$ cat src/cspg_pkg.sv
/*
 * Constants for the clock stop and power gating block: phase counter layout,
 * state codes and the power-up stabilisation time.
 * Assumes a single 25 MHz reference clock drives every register.
 */
package cspg_pkg;

    // ****************************************
    // Clock and timing
    // ****************************************
    localparam int REF_CLK_MHZ = 25;
    localparam int STABLE_TIME_US = 3000;
    // Longest wait, exactly 3 ms of reference cycles
    localparam int STABLE_CYC = STABLE_TIME_US * REF_CLK_MHZ;
    localparam int WAIT_W = 17;

    // ****************************************
    // Phase counter layout
    // ****************************************
    localparam int PHASE_W = 4;
    localparam int PROC_BIT = 0;
    localparam int SIXTY_BIT = 1;
    localparam int HALF_BIT = 1;
    localparam int BUS_BIT = 2;
    localparam int INTC_BIT = 3;
    localparam int REF_BIT = 2;
    localparam int USB_BIT = 1;

    // ****************************************
    // Reset values
    // ****************************************
    localparam logic [PHASE_W-1:0] PHASE_RST = 4'h0;
    localparam logic [WAIT_W-1:0] WAIT_RST = 17'h00000;

    // ****************************************
    // Power states
    // ****************************************
    typedef enum logic [2:0] {
        ST_OFF  = 3'h1,
        ST_WAIT = 3'h2,
        ST_RUN  = 3'h4
    } cspg_state_t;

endpackage

$ cat src/cspg_clock_stop.sv
/*
 * Clock stop and power gating for the output clock groups.
 * Assumes halt inputs change in step with bus_clock_free and power_down_n is
 * fully asynchronous; each of the three pins is brought in through two flip-flops.
 */
// Overview of operation
// RULE_01: Latency counted in rising edges of free-running bus clock, input change to output.
// RULE_02: Halt inputs stop or restart their group within one bus clock edge.
// RULE_03: After power-down release, wait up to 3 ms before first valid clocks.
// RULE_04: Power-down low forces every output low within two bus clock edges.
// RULE_05: Disabled clock outputs sit at static low level.
// RULE_06: Processor halt stops processor and sixty-six clocks without runt pulses.
// RULE_07: Half-rate, interrupt, reference and usb clocks ignore processor halt.
// RULE_08: Bus halt leaves every clock except gated bus clocks undisturbed.
// RULE_09: System logic changes processor halt synchronously to free bus clock.
// RULE_10: System logic changes bus halt synchronously to free bus clock.
// RULE_11: Power-down is asynchronous and synchronised before use.
// RULE_12: Stop and start decisions are timed from the processor clock.
// RULE_13: System may halt groups independently or power down the whole device.
// RULE_14: Oscillator and synthesizer off during power-down, restarted on release.
// RULE_15: Free-running bus clock is never gated by bus halt.
module cspg_clock_stop #(
    parameter int STABLE_CYCLES = cspg_pkg::STABLE_CYC
) (
    // Clock and reset
    input wire logic ref_clk,
    input wire logic rst,
    // Power management pins
    input wire logic proc_halt_n,
    input wire logic bus_halt_n,
    input wire logic power_down_n,
    // Gated clock groups
    output logic proc_clock,
    output logic fixed_sixty_six_clock,
    output logic bus_clock_gated,
    // Free-running clocks
    output logic bus_clock_free,
    output logic half_rate_processor_clock,
    output logic interrupt_controller_clock,
    output logic ref_clock,
    output logic usb_rate_clock,
    // Analogue enables
    output logic osc_enable,
    output logic synth_enable
);

    // ****************************************
    // State
    // ****************************************
    typedef struct packed {
        logic pd_meta;
        logic pd_sync;
        logic ph_meta;
        logic ph_sync;
        logic bh_meta;
        logic bh_sync;
        cspg_pkg::cspg_state_t state;
        logic [cspg_pkg::WAIT_W-1:0] wait_cnt;
        logic [cspg_pkg::PHASE_W-1:0] phase;
        logic proc_en;
        logic sixty_en;
        logic bus_en;
        logic proc_o;
        logic sixty_o;
        logic busg_o;
        logic busf_o;
        logic half_o;
        logic intc_o;
        logic ref_o;
        logic usb_o;
        logic osc_o;
    } cspg_regs_t;

    localparam cspg_regs_t REGS_RST = '{
        pd_meta: 1'b0,
        pd_sync: 1'b0,
        ph_meta: 1'b0,
        ph_sync: 1'b0,
        bh_meta: 1'b0,
        bh_sync: 1'b0,
        state: cspg_pkg::ST_OFF,
        wait_cnt: cspg_pkg::WAIT_RST,
        phase: cspg_pkg::PHASE_RST,
        proc_en: 1'b0,
        sixty_en: 1'b0,
        bus_en: 1'b0,
        proc_o: 1'b0,
        sixty_o: 1'b0,
        busg_o: 1'b0,
        busf_o: 1'b0,
        half_o: 1'b0,
        intc_o: 1'b0,
        ref_o: 1'b0,
        usb_o: 1'b0,
        osc_o: 1'b0
    };

    localparam logic [cspg_pkg::WAIT_W-1:0] WAIT_LAST = cspg_pkg::WAIT_W'(STABLE_CYCLES - 1);

    cspg_regs_t s_reg;
    cspg_regs_t s_next;

    // ****************************************
    // Next state
    // ****************************************
    always_comb begin
        logic [cspg_pkg::PHASE_W-1:0] ph;
        logic run;
        ph = '0;
        run = 1'b0;
        s_next = s_reg;
        // Two-stage synchronisers
        s_next.pd_meta = power_down_n;
        s_next.pd_sync = s_reg.pd_meta; // [RULE_11]
        s_next.ph_meta = proc_halt_n;
        s_next.ph_sync = s_reg.ph_meta;
        s_next.bh_meta = bus_halt_n;
        s_next.bh_sync = s_reg.bh_meta;
        // Power sequencing
        case (s_reg.state)
            cspg_pkg::ST_OFF: begin
                s_next.wait_cnt = cspg_pkg::WAIT_RST;
                if (s_reg.pd_sync) begin
                    s_next.state = cspg_pkg::ST_WAIT; // [RULE_14]
                end
            end
            cspg_pkg::ST_WAIT: begin
                if (!s_reg.pd_sync) begin
                    s_next.state = cspg_pkg::ST_OFF;
                end else if (s_reg.wait_cnt == WAIT_LAST) begin
                    s_next.state = cspg_pkg::ST_RUN; // [RULE_03]
                end else begin
                    s_next.wait_cnt = s_reg.wait_cnt + 1'b1;
                end
            end
            cspg_pkg::ST_RUN: begin
                if (!s_reg.pd_sync) begin
                    s_next.state = cspg_pkg::ST_OFF; // [RULE_04]
                end
            end
            default: begin
                s_next.state = cspg_pkg::ST_OFF;
            end
        endcase
        run = (s_next.state == cspg_pkg::ST_RUN);
        // Phase counter held at PHASE_RST while the oscillator is off
        if (s_next.state == cspg_pkg::ST_OFF) begin
            s_next.phase = cspg_pkg::PHASE_RST;
        end else begin
            s_next.phase = s_reg.phase + 1'b1;
        end
        ph = s_next.phase;
        // Enables only move while their clock is in its low half
        if (!ph[cspg_pkg::PROC_BIT]) begin
            s_next.proc_en = s_reg.ph_sync; // [RULE_12] [RULE_06] [RULE_02]
        end
        if (!ph[cspg_pkg::SIXTY_BIT]) begin
            s_next.sixty_en = s_reg.ph_sync; // [RULE_06] [RULE_12]
        end
        if (!ph[cspg_pkg::BUS_BIT]) begin
            s_next.bus_en = s_reg.bh_sync; // [RULE_02] [RULE_01]
        end
        // Outputs held low when disabled
        s_next.proc_o = run & s_next.proc_en & ph[cspg_pkg::PROC_BIT]; // [RULE_05]
        s_next.sixty_o = run & s_next.sixty_en & ph[cspg_pkg::SIXTY_BIT];
        s_next.busg_o = run & s_next.bus_en & ph[cspg_pkg::BUS_BIT]; // [RULE_08]
        s_next.busf_o = run & ph[cspg_pkg::BUS_BIT]; // [RULE_15]
        s_next.half_o = run & ph[cspg_pkg::HALF_BIT]; // [RULE_07]
        s_next.intc_o = run & ph[cspg_pkg::INTC_BIT];
        s_next.ref_o = run & ph[cspg_pkg::REF_BIT];
        s_next.usb_o = run & ph[cspg_pkg::USB_BIT];
        s_next.osc_o = (s_next.state != cspg_pkg::ST_OFF); // [RULE_14]
    end

    always_ff @(posedge ref_clk or posedge rst) begin
        if (rst) begin
            s_reg <= REGS_RST;
        end else begin
            s_reg <= s_next;
        end
    end

    // ****************************************
    // Outputs
    // ****************************************
    assign proc_clock = s_reg.proc_o;
    assign fixed_sixty_six_clock = s_reg.sixty_o;
    assign bus_clock_gated = s_reg.busg_o;
    assign bus_clock_free = s_reg.busf_o;
    assign half_rate_processor_clock = s_reg.half_o;
    assign interrupt_controller_clock = s_reg.intc_o;
    assign ref_clock = s_reg.ref_o;
    assign usb_rate_clock = s_reg.usb_o;
    assign osc_enable = s_reg.osc_o;
    assign synth_enable = s_reg.osc_o;

    logic all_low;
    assign all_low = !(proc_clock | fixed_sixty_six_clock | bus_clock_gated | bus_clock_free
        | half_rate_processor_clock | interrupt_controller_clock | ref_clock | usb_rate_clock);
endmodule

$ cat config.mk
export PLATFORM = sky130hd
export DESIGN_NAME = cspg_clock_stop
export DESIGN_NICKNAME = d
export VERILOG_FILES = /design/src/cspg_pkg.sv /design/src/cspg_clock_stop.sv
export SDC_FILE = /design/constraint.sdc
export NUM_CORES = 1
export LEC_CHECK = 0
export BUFFER_PORTS_ARGS = -buffer_cell sky130_fd_sc_hd__buf_2
export CAP_MARGIN = 25
export CORE_AREA = 3 3 64 66
export CTS_CLUSTER_SIZE = 14
export DETAILED_ROUTE_END_ITERATION = 8
export DIE_AREA = 0 0 67 69
export GPL_TIMING_DRIVEN = 0
export PLACE_DENSITY_LB_ADDON = 0.12
export SLEW_MARGIN = 20
export SYNTH_ARGS = -nofsm -noshare
export SYNTH_HDL_FRONTEND = slang
export SYNTH_SLANG_ARGS = --single-unit
export TNS_END_PERCENT = 50
$ cat constraint.sdc
create_clock -name ref_clk -period 2 [get_ports ref_clk]
set_clock_uncertainty 0.15 [all_clocks]
set_input_delay 0.2 -clock ref_clk [delete_from_list [all_inputs] [get_ports ref_clk]]
set_output_delay 0.2 -clock ref_clk [all_outputs]
set_load 0.1 [all_outputs]
; ---- Word level (Yosys, flattened, before mapping)
; Cells that the tools add are included.
[word_totals]
reg_bits = 40
inputBits = 5
out_inout_bits = 10
[classes]
n_addsub = 2
eq_ne = 9
mux = 12
bitwise_logic = 9
n_reduce_logical = 2
[op_table]
columns = op, n
row1 = $mux W17, 2
row2 = $pmux W17 S2, 1
row3 = $add A17 B1 Y17 const B, 1
row4 = $eq A17 B17 Y1 const B, 1
row5 = $mux W3, 4
row6 = $and A1 B1 Y1, 9
row7 = $pmux W3 S3, 1
row8 = $eq A3 B1 Y1 const B, 2
row9 = $eq A3 B3 Y1 const B, 2
row10 = $add A4 B1 Y4 const B, 1
row11 = $mux W4, 1
row12 = $ne A2 B2 Y1 const B, 2
row13 = $eq A3 B2 Y1 const B, 1
row14 = $mux W1, 3
row15 = $ne A3 B1 Y1 const B, 1
row16 = $reduce_and A3 Y1, 1
row17 = $reduce_bool A2 Y1, 1

; ---- Longest topological paths before layout
; Gate-level depths: netlist of run 1.
[logic_depth]
depth_word = 9
depth_mapped = 7
ltp_nobuf = 5

; ---- Worst setup path before layout of run 1
; OpenSTA, ideal clock, no wires.
[synth_timing]
path_kind = reg-to-reg
startpoint = register s_reg[33] (netlist name)
endpoint = register s_reg[9] (netlist name)
setup_ns = 0.125
arrival_time_ns = 1.717
slack_ns = 0.008
stages_incl_launch_ff = 6
period_less_slack_ns = 1.992
path_cell_list = dfstp_2 > or3b_1 > buf_2 > o21ai_0 > and3_1 > mux2_2
[synth_lines]
columns = element, line
row1 = "start, declared", cspg_clock_stop.sv:100  ; cspg_regs_t s_reg;
row2 = "start signal, assigned", cspg_clock_stop.sv:179  ; s_reg <= s_next;

; ---- Worst setup path in the final report of run 1
[layout_timing]
startpoint = register s_reg[28] (netlist name)
endpoint = register s_reg[19] (netlist name)
[layout_between]
elab_chain_cells = 3
[layout_lines]
columns = element, line
row1 = $eq A17 B17 Y1, cspg_clock_stop.sv:130  ; end else if (s_reg.wait_cnt == WAIT_LAST) begin
row2 = $ne A2 B2 Y1 (no line), n/a
row3 = $reduce_and A3 Y1 (no line), n/a
; No other way between the ends.
; A chain may end at the register's enable or synchronous reset.

==> metrics.csv, run 1 <==
stage,metric,value,unit
status,status,finished with violations,
status,violations,negative setup slack,
floorplan,start_util,51.1,%
power_and_ir_drop,p_per_area,766,nW/um^2
sta,max_freq,494,MHz
logic_synthesis,synth_edf_count,0,
power_and_ir_drop,ir_drop,0.485,mV
routing,drt-pass1-iter-count,4,
worst_setup_path,path_class,register to register,
grt,antenna_found_initial,0,
worst_setup_path,endpoint_kind,register,
routing,drt-total-wl,3960,um
grt,grt_pass1_wl,6440,um
sta,drv_slew,0,
floorplan,die_h,69,um
floorplan,fp.dieW,67,um
clock_network,cts_tree,built,
clock_network,cts.sinks,40,
floorplan,die_area,4620,sq um
finish,drive_gt1_share,35.1,%
routing,wl_per_cell,15.5,um
power_and_ir_drop,power.leakage,0.00108,uW
grt,track_usage,18.0,%
logic_synthesis,synth_area_per_cell,11.0,sq um
logic_synthesis,syn_nets,176,
clock_network,clk_latency,290,ps
placed_design,io_buffers,14,
worst_setup_path,cp.required,2070,ps
logic_synthesis,synth_cell_types,52,
floorplan,io_pins,15,
routing,drtIter0Drc,99,
finish,fillers,299,
sta,finalCritPeriodShare,101,%
logic_synthesis,synth_area,1860,sq um
clock_network,cts_buffers,5,
worst_setup_path,reg2reg_depth,4,
finish,fin_util,65.1,%
floorplan,core_area,3630,sq um
worst_setup_path,critical_path.max_fanout,5,
finish,diodes,0,
floorplan,std_cell_rows,22,
logic_synthesis,netlist_instances,169,
clock_network,cts.path.max_buffers,2,
sta,setup_tns,-36.2,ps
logic_synthesis,async_flop_share,100,%
finish,nNetsFinal,214,
worst_setup_path,arrival,2100,ps
worst_setup_path,worst_setup_path_start_kind,register,
power_and_ir_drop,design_power_total,1810,uW
sta,fin_crit,2030,ps
clock_network,clk_transition_reported_paths,80,ps
sta,setup_violations,2,
logic_synthesis,ys_seq_elements,40,
placed_design,hpwl,2470,um
logic_synthesis,ys_seq_area_share,54.0,%
sta,hold_viol,0,
grt,grt_pass1_vias,1424,
routing,route.detailed.drc,0,
sta,rsz0062_at_grt,true,
routing,vias,1447,
sta,setup_slack,-25.9,ps
hold_path,hold_path_class,input pin to asynchronous set/reset pin,
placed_design,gp_congestion,0.790,
sta,slew_headroom,67.9,%
grt,grt_max_degree,33,
logic_synthesis,synth_ff_type,dfrtp_1,
sta,tightestPinTransition,485,ps
finish,final_common_cell,dfrtp_1,
logic_synthesis,ys_warn_count,0,
finish,most-common-layout-cells,"35 x dfrtp_1, 17 x buf_4, 15 x nand2_1",
clock_network,root_buffer,clkbuf_8,
routing,ant_nets,0,
grt,gr-total-overflow,0,
job,cap_violations,0,
finish,largest_register_ffs,30,
finish,syn2layout_area_growth,27.4,%
routing,via_per_inst,5.65,
clock_network,htreeDepth,2,
[layout make-up]
class                           instances  area [sq um]  share of cell area (%)
Buffer                                  5          32.5                    1.38
Inverter                                6          22.5                   0.952
Clock inverter                          3          46.3                    1.96
Multi-Input combinational cell        116           892                    37.7
Sequential cell                        40          1010                    42.6
Tap cell                               48          60.1                    2.54
Timing Repair Buffer                   33           235                    9.95
Clock buffer                            5          68.8                    2.91
[what timing repair did]
| item | in CTS | in global routing |
|---|---|---|
| hold buffers | 4 | 0 |
| pin swaps | 7 | 9 |
| resized for setup | 12 | 16 |
| endpoints found under the setup margin | 16 | 18 |
| endpoints found under the hold margin | 42 | 0 |
| buffers inserted | 5 | 9 |
[layer usage]
layer	wire [um]	vias to the layer above	share of wire (%)	track usage [%]
met3	199	4	5.0	6.19
met1	1750	725	44	24.4
met5	0	-	0	0
li1	-	683	-	-
met2	1980	35	50	27.8
met4	25	0	0.63	3.83
[power by group]
part           internal (uW)  switching (uW)  leakage (uW)
combinational            102             169      0.000505
sequential               839            29.9      0.000524
clock                    376             296     0.0000548
[synthesized netlist by cell type, drive strengths merged (2+ instances only)]
| cell type | number | area [sq um] |
|---|---|---|
| buf | 6 | 36.3 |
| inv | 6 | 22.5 |
| mux2 | 3 | 33.8 |
| a41o | 2 | 20.0 |
| ha | 2 | 25.0 |
| xor2 | 2 | 17.5 |
| a31o | 3 | 26.3 |
| a31oi | 2 | 12.5 |
| and3 | 2 | 12.5 |
| or3 | 4 | 25.0 |
| o21ai | 8 | 40.0 |
| nand2 | 15 | 56.3 |
| nor3b | 3 | 27.5 |
| nand2b | 3 | 18.8 |
| nand4 | 5 | 31.3 |
| nand4bb | 2 | 22.5 |
| nor2 | 14 | 52.6 |
| nor4 | 2 | 27.5 |
| a211oi | 3 | 27.5 |
| a21oi | 9 | 56.3 |
| xnor2 | 4 | 35.0 |
| mux2i | 2 | 20.0 |
| nor2b | 2 | 12.5 |
| nand3 | 7 | 40.0 |
| dfrtp | 39 | 976 |
[critical path: stages (launching register included)]
cell	delay [ps]
dfrtp_2	450
or4bb_4	560
or4_4	520
a21o_1	180
a21oi_2	100
[through the flow]
step	std cells	worst slack (ps)	cell area, sq um	hold slack [ps]
floorplan	169	8.02	1860	81.4
global placement	231	-131	1990	159
detailed placement	232	-178	2010	-25.2
CTS	248	-26.5	2240	196
global route	256	-60.8	2360	207
finish	256	-25.9	2360	200
[cells by family after synthesis]
family / share of synthesized area [%]
simple gates: 23.2
flops: 54.0
compound gates: 12.3
buf+inv: 3.37
xor+xnor: 2.83
mux: 2.90
fa+ha+maj: 1.35
[path summary, 6_finish.rpt]
path	to	start	slack, ps
worst max-delay path	s_reg[19]$_DFFE_PP0P_	s_reg[28]$_DFFE_PP0P_	-30
worst min-delay path	proc_clock$_DFF_PP0_	rst	200
worst max register to register	s_reg[19]$_DFFE_PP0P_	s_reg[28]$_DFFE_PP0P_	-30
worst min register to register	s_reg[36]$_DFF_PP0_	s_next[36]$_DFF_PP0_	200
max in group asynchronous	s_reg[33]$_DFF_PP1_	rst	1010
min in group ref_clk	s_reg[36]$_DFF_PP0_	s_next[36]$_DFF_PP0_	200
No activity file was read; power rests on OpenSTA's default activity.
==> run 2, diff against run 1 <==
==> constraint.sdc (replaced) <==
create_clock -name ref_clk -period 1.8 [get_ports ref_clk]
set_clock_uncertainty 0.15 [all_clocks]
set_input_delay 0.18 -clock ref_clk [delete_from_list [all_inputs] [get_ports ref_clk]]
set_output_delay 0.18 -clock ref_clk [all_outputs]
set_load 0.1 [all_outputs]
==> run 2 against run 1 <==
The flow still finishes with violations (negative setup slack). Utilization is 4.7 points higher. Sequential power is 10% higher. Global-route usage is 1.4 points higher. Total power is 14% higher. Largest cell class unchanged. Cell area is 7.2% higher. Clock-buffer cell count stayed put. Cell count is 6.3% higher. Die area stayed put. Non-clock buffer count is 16 higher. Highest routed layer unchanged. Critical path depth stayed put. Worst hold slack better by 1.9 ps.
==> metrics.csv, run 2 (synthesis gave the netlist of run 1 again) <==
stage,metric,value,unit,change
status,status,finished with violations,,unchanged
status,violations,negative setup slack,,unchanged
grt,grt_pass1_vias,1537,,"was 1,424"
placed_design,placed_area,2030,sq um,was 2010 sq um
routing,drt-total-wl,4300,um,was 3960 um
power_and_ir_drop,ir_drop,0.627,mV,was 0.485 mV
power_and_ir_drop,p_per_area,818,nW/um^2,was 766 nW/um^2
job,cap_violations,0,,unchanged
sta,setup_slack,-207,ps,was -25.9 ps
finish,drive_gt1_share,40.6,%,was 35.1%
hold_path,hp-start,s_next[40]$_DFF_PP0_,,
worst_setup_path,r2r_slack,-210,ps,was -30 ps
placed_design,hpwl,2630,um,was 2470 um
floorplan,core_area,3630,sq um,unchanged
finish,fin_area,2530,sq um,was 2360 sq um
floorplan,die_h,69,um,unchanged
sta,slew_headroom,65.8,%,was 67.9%
sta,whs,202,ps,was 200 ps
finish,largest_register_ffs,30,,unchanged
hold_path,worstHoldPathCells,0,,
grt,antenna_found_initial,0,,unchanged
worst_setup_path,cp.required,1890,ps,was 2070 ps
routing,wl_per_cell,15.8,um,was 15.5 um
worst_setup_path,rr_startpoint,s_reg[19]$_DFFE_PP0P_,,was s_reg[28]$_DFFE_PP0P_
sta,rsz0062_at_grt,true,,unchanged
sta,drv_slew,0,,unchanged
hold_path,worstHoldEndpoint,s_reg[40]$_DFF_PP0_,,
clock_network,cts_buffers,5,,unchanged
finish,nNetsFinal,230,,was 214
finish,fillers,282,,was 299
sta,tightestPinTransition,507,ps,was 485 ps
worst_setup_path,critical_path.max_fanout,3,,was 5
clock_network,cts.sinks,40,,unchanged
worst_setup_path,r2r_end,s_reg[16]$_DFFE_PP0P_,,was s_reg[19]$_DFFE_PP0P_
finish,diodes,0,,unchanged
sta,finalCritPeriodShare,112,%,was 101%
routing,via_per_inst,5.60,,was 5.65
routing,drtIter0Drc,91,,was 99
floorplan,std_cell_rows,22,,unchanged
worst_setup_path,endpoint_kind,register,,unchanged
worst_setup_path,reg2reg_depth,4,,unchanged
clock_network,htreeDepth,2,,unchanged
worst_setup_path,path_class,register to register,,unchanged
clock_network,cts_tree,built,,unchanged
floorplan,io_pins,15,,unchanged
floorplan,die_area,4620,sq um,unchanged
grt,grt_max_degree,22,,was 33
placed_design,io_buffers,14,,unchanged
sta,fin_crit,2010,ps,was 2030 ps
clock_network,clk_transition_reported_paths,80,ps,about the same
finish,most-common-layout-cells,"36 x dfrtp_1, 31 x buf_4, 15 x nand2_1",,"was 35 x dfrtp_1, 17 x buf_4, 15 x nand2_1"
hold_path,hold_path_class,register to register,,was input pin to asynchronous set/reset pin
sta,setup_violations,27,,was 2
finish,final_common_cell,dfrtp_1,,unchanged
routing,drt-pass1-iter-count,4,,unchanged
sta,hold_viol,0,,unchanged
floorplan,start_util,51.1,%,unchanged
floorplan,fp.dieW,67,um,unchanged
worst_setup_path,arrival,2090,ps,was 2100 ps
finish,fin_util,69.8,%,was 65.1%
grt,track_usage,19.4,%,was 18.0%
clock_network,root_buffer,clkbuf_8,,unchanged
routing,vias,1522,,"was 1,447"
clock_network,cts.path.max_buffers,2,,unchanged
clock_network,clk_latency,290,ps,about the same
sta,max_freq,498,MHz,was 494 MHz
worst_setup_path,worst_setup_path_start_kind,register,,unchanged
routing,ant_nets,0,,unchanged
placed_design,gp_congestion,0.798,,was 0.790
finish,syn2layout_area_growth,36.6,%,was 27.4%
grt,grt_pass1_wl,6850,um,was 6440 um
grt,gr-total-overflow,0,,unchanged
power_and_ir_drop,power.leakage,0.00119,uW,was 0.00108 uW
routing,route.detailed.drc,0,,unchanged
sta,setup_tns,-2350,ps,was -36.2 ps
run 2: cell types whose count changed in the layout (fill, tap and decap cells not counted), moves of 2 or more:
| cell | change |
|---|---|
| mux2_4 | +2 |
| buf_6 | +3 |
| clkinv_4 | +2 |
| buf_4 | +14 |
| mux2_2 | -2 |
run 2: worst max-delay path by stage:
stage / from / endpoint / depth (start not counted)
6_report: s_reg[19]$_DFFE_PP0P_ / s_reg[16]$_DFFE_PP0P_ / 4
3_3_place_gp: s_reg[33]$_DFF_PP1_ / s_reg[27]$_DFFE_PP0P_ / 4
5_1_grt: s_reg[19]$_DFFE_PP0P_ / s_reg[16]$_DFFE_PP0P_ / 4
3_5_place_dp: s_reg[33]$_DFF_PP1_ / s_reg[26]$_DFFE_PP0P_ / 5
2_1_floorplan: s_reg[30]$_DFFE_PP0P_ / s_reg[16]$_DFFE_PP0P_ / 4
4_1_cts: s_reg[33]$_DFF_PP1_ / s_reg[29]$_DFFE_PP0P_ / 4
run 2: cell type report:
| class | count | area [sq um] | area share [%] |
|---|---|---|---|
| inverters | 6 | 22.5 | 0.888 |
| plain buffers | 5 | 35.0 | 1.38 |
| well taps | 48 | 60.1 | 2.37 |
| flip-flops and latches | 40 | 1010 | 39.7 |
| clock inverters | 3 | 47.5 | 1.88 |
| multi-input cells | 116 | 921 | 36.3 |
| clock buffers | 5 | 68.8 | 2.71 |
| repair buffers | 49 | 374 | 14.8 |
run 2: power breakdown:
part           internal (uW)  switching (uW)
clock                    417             322
combinational            166             211
sequential               932            23.6
total                   1520             557
run 2: repair_timing:
action	4_1_cts	5_1_grt
resized for setup	18	14
pin swaps	14	10
hold buffers	4	0
hold endpoints to repair	21	0
endpoints found under the setup margin	28	28
setup buffers	17	13
run 2: layer usage:
layer / vias to the layer above / part of all wire (%) / global-route usage, %
met5: - / 0 / 0
met4: 0 / 1.7 / 9.01
met3: 9 / 4.3 / 4.72
met2: 43 / 52 / 30.5
met1: 760 / 42 / 24.8
li1: 710 / - / -
run 2: worst max-delay path, stage by stage, from the launching register on:
cell and delay, ps:
dfrtp_1 400, or4b_4 560, or4_4 520, a31o_1 250, nand3_2 70
run 2: metrics by stage:
step | worst slack, ps | power (uW) | instances
after floorplan | -121 | 1160 | 169
after global placement | -268 | 1210 | 231
after detailed placement | -290 | 1220 | 232
after CTS | -198 | 2020 | 259
after global routing | -234 | 2170 | 272
final | -207 | 2070 | 272
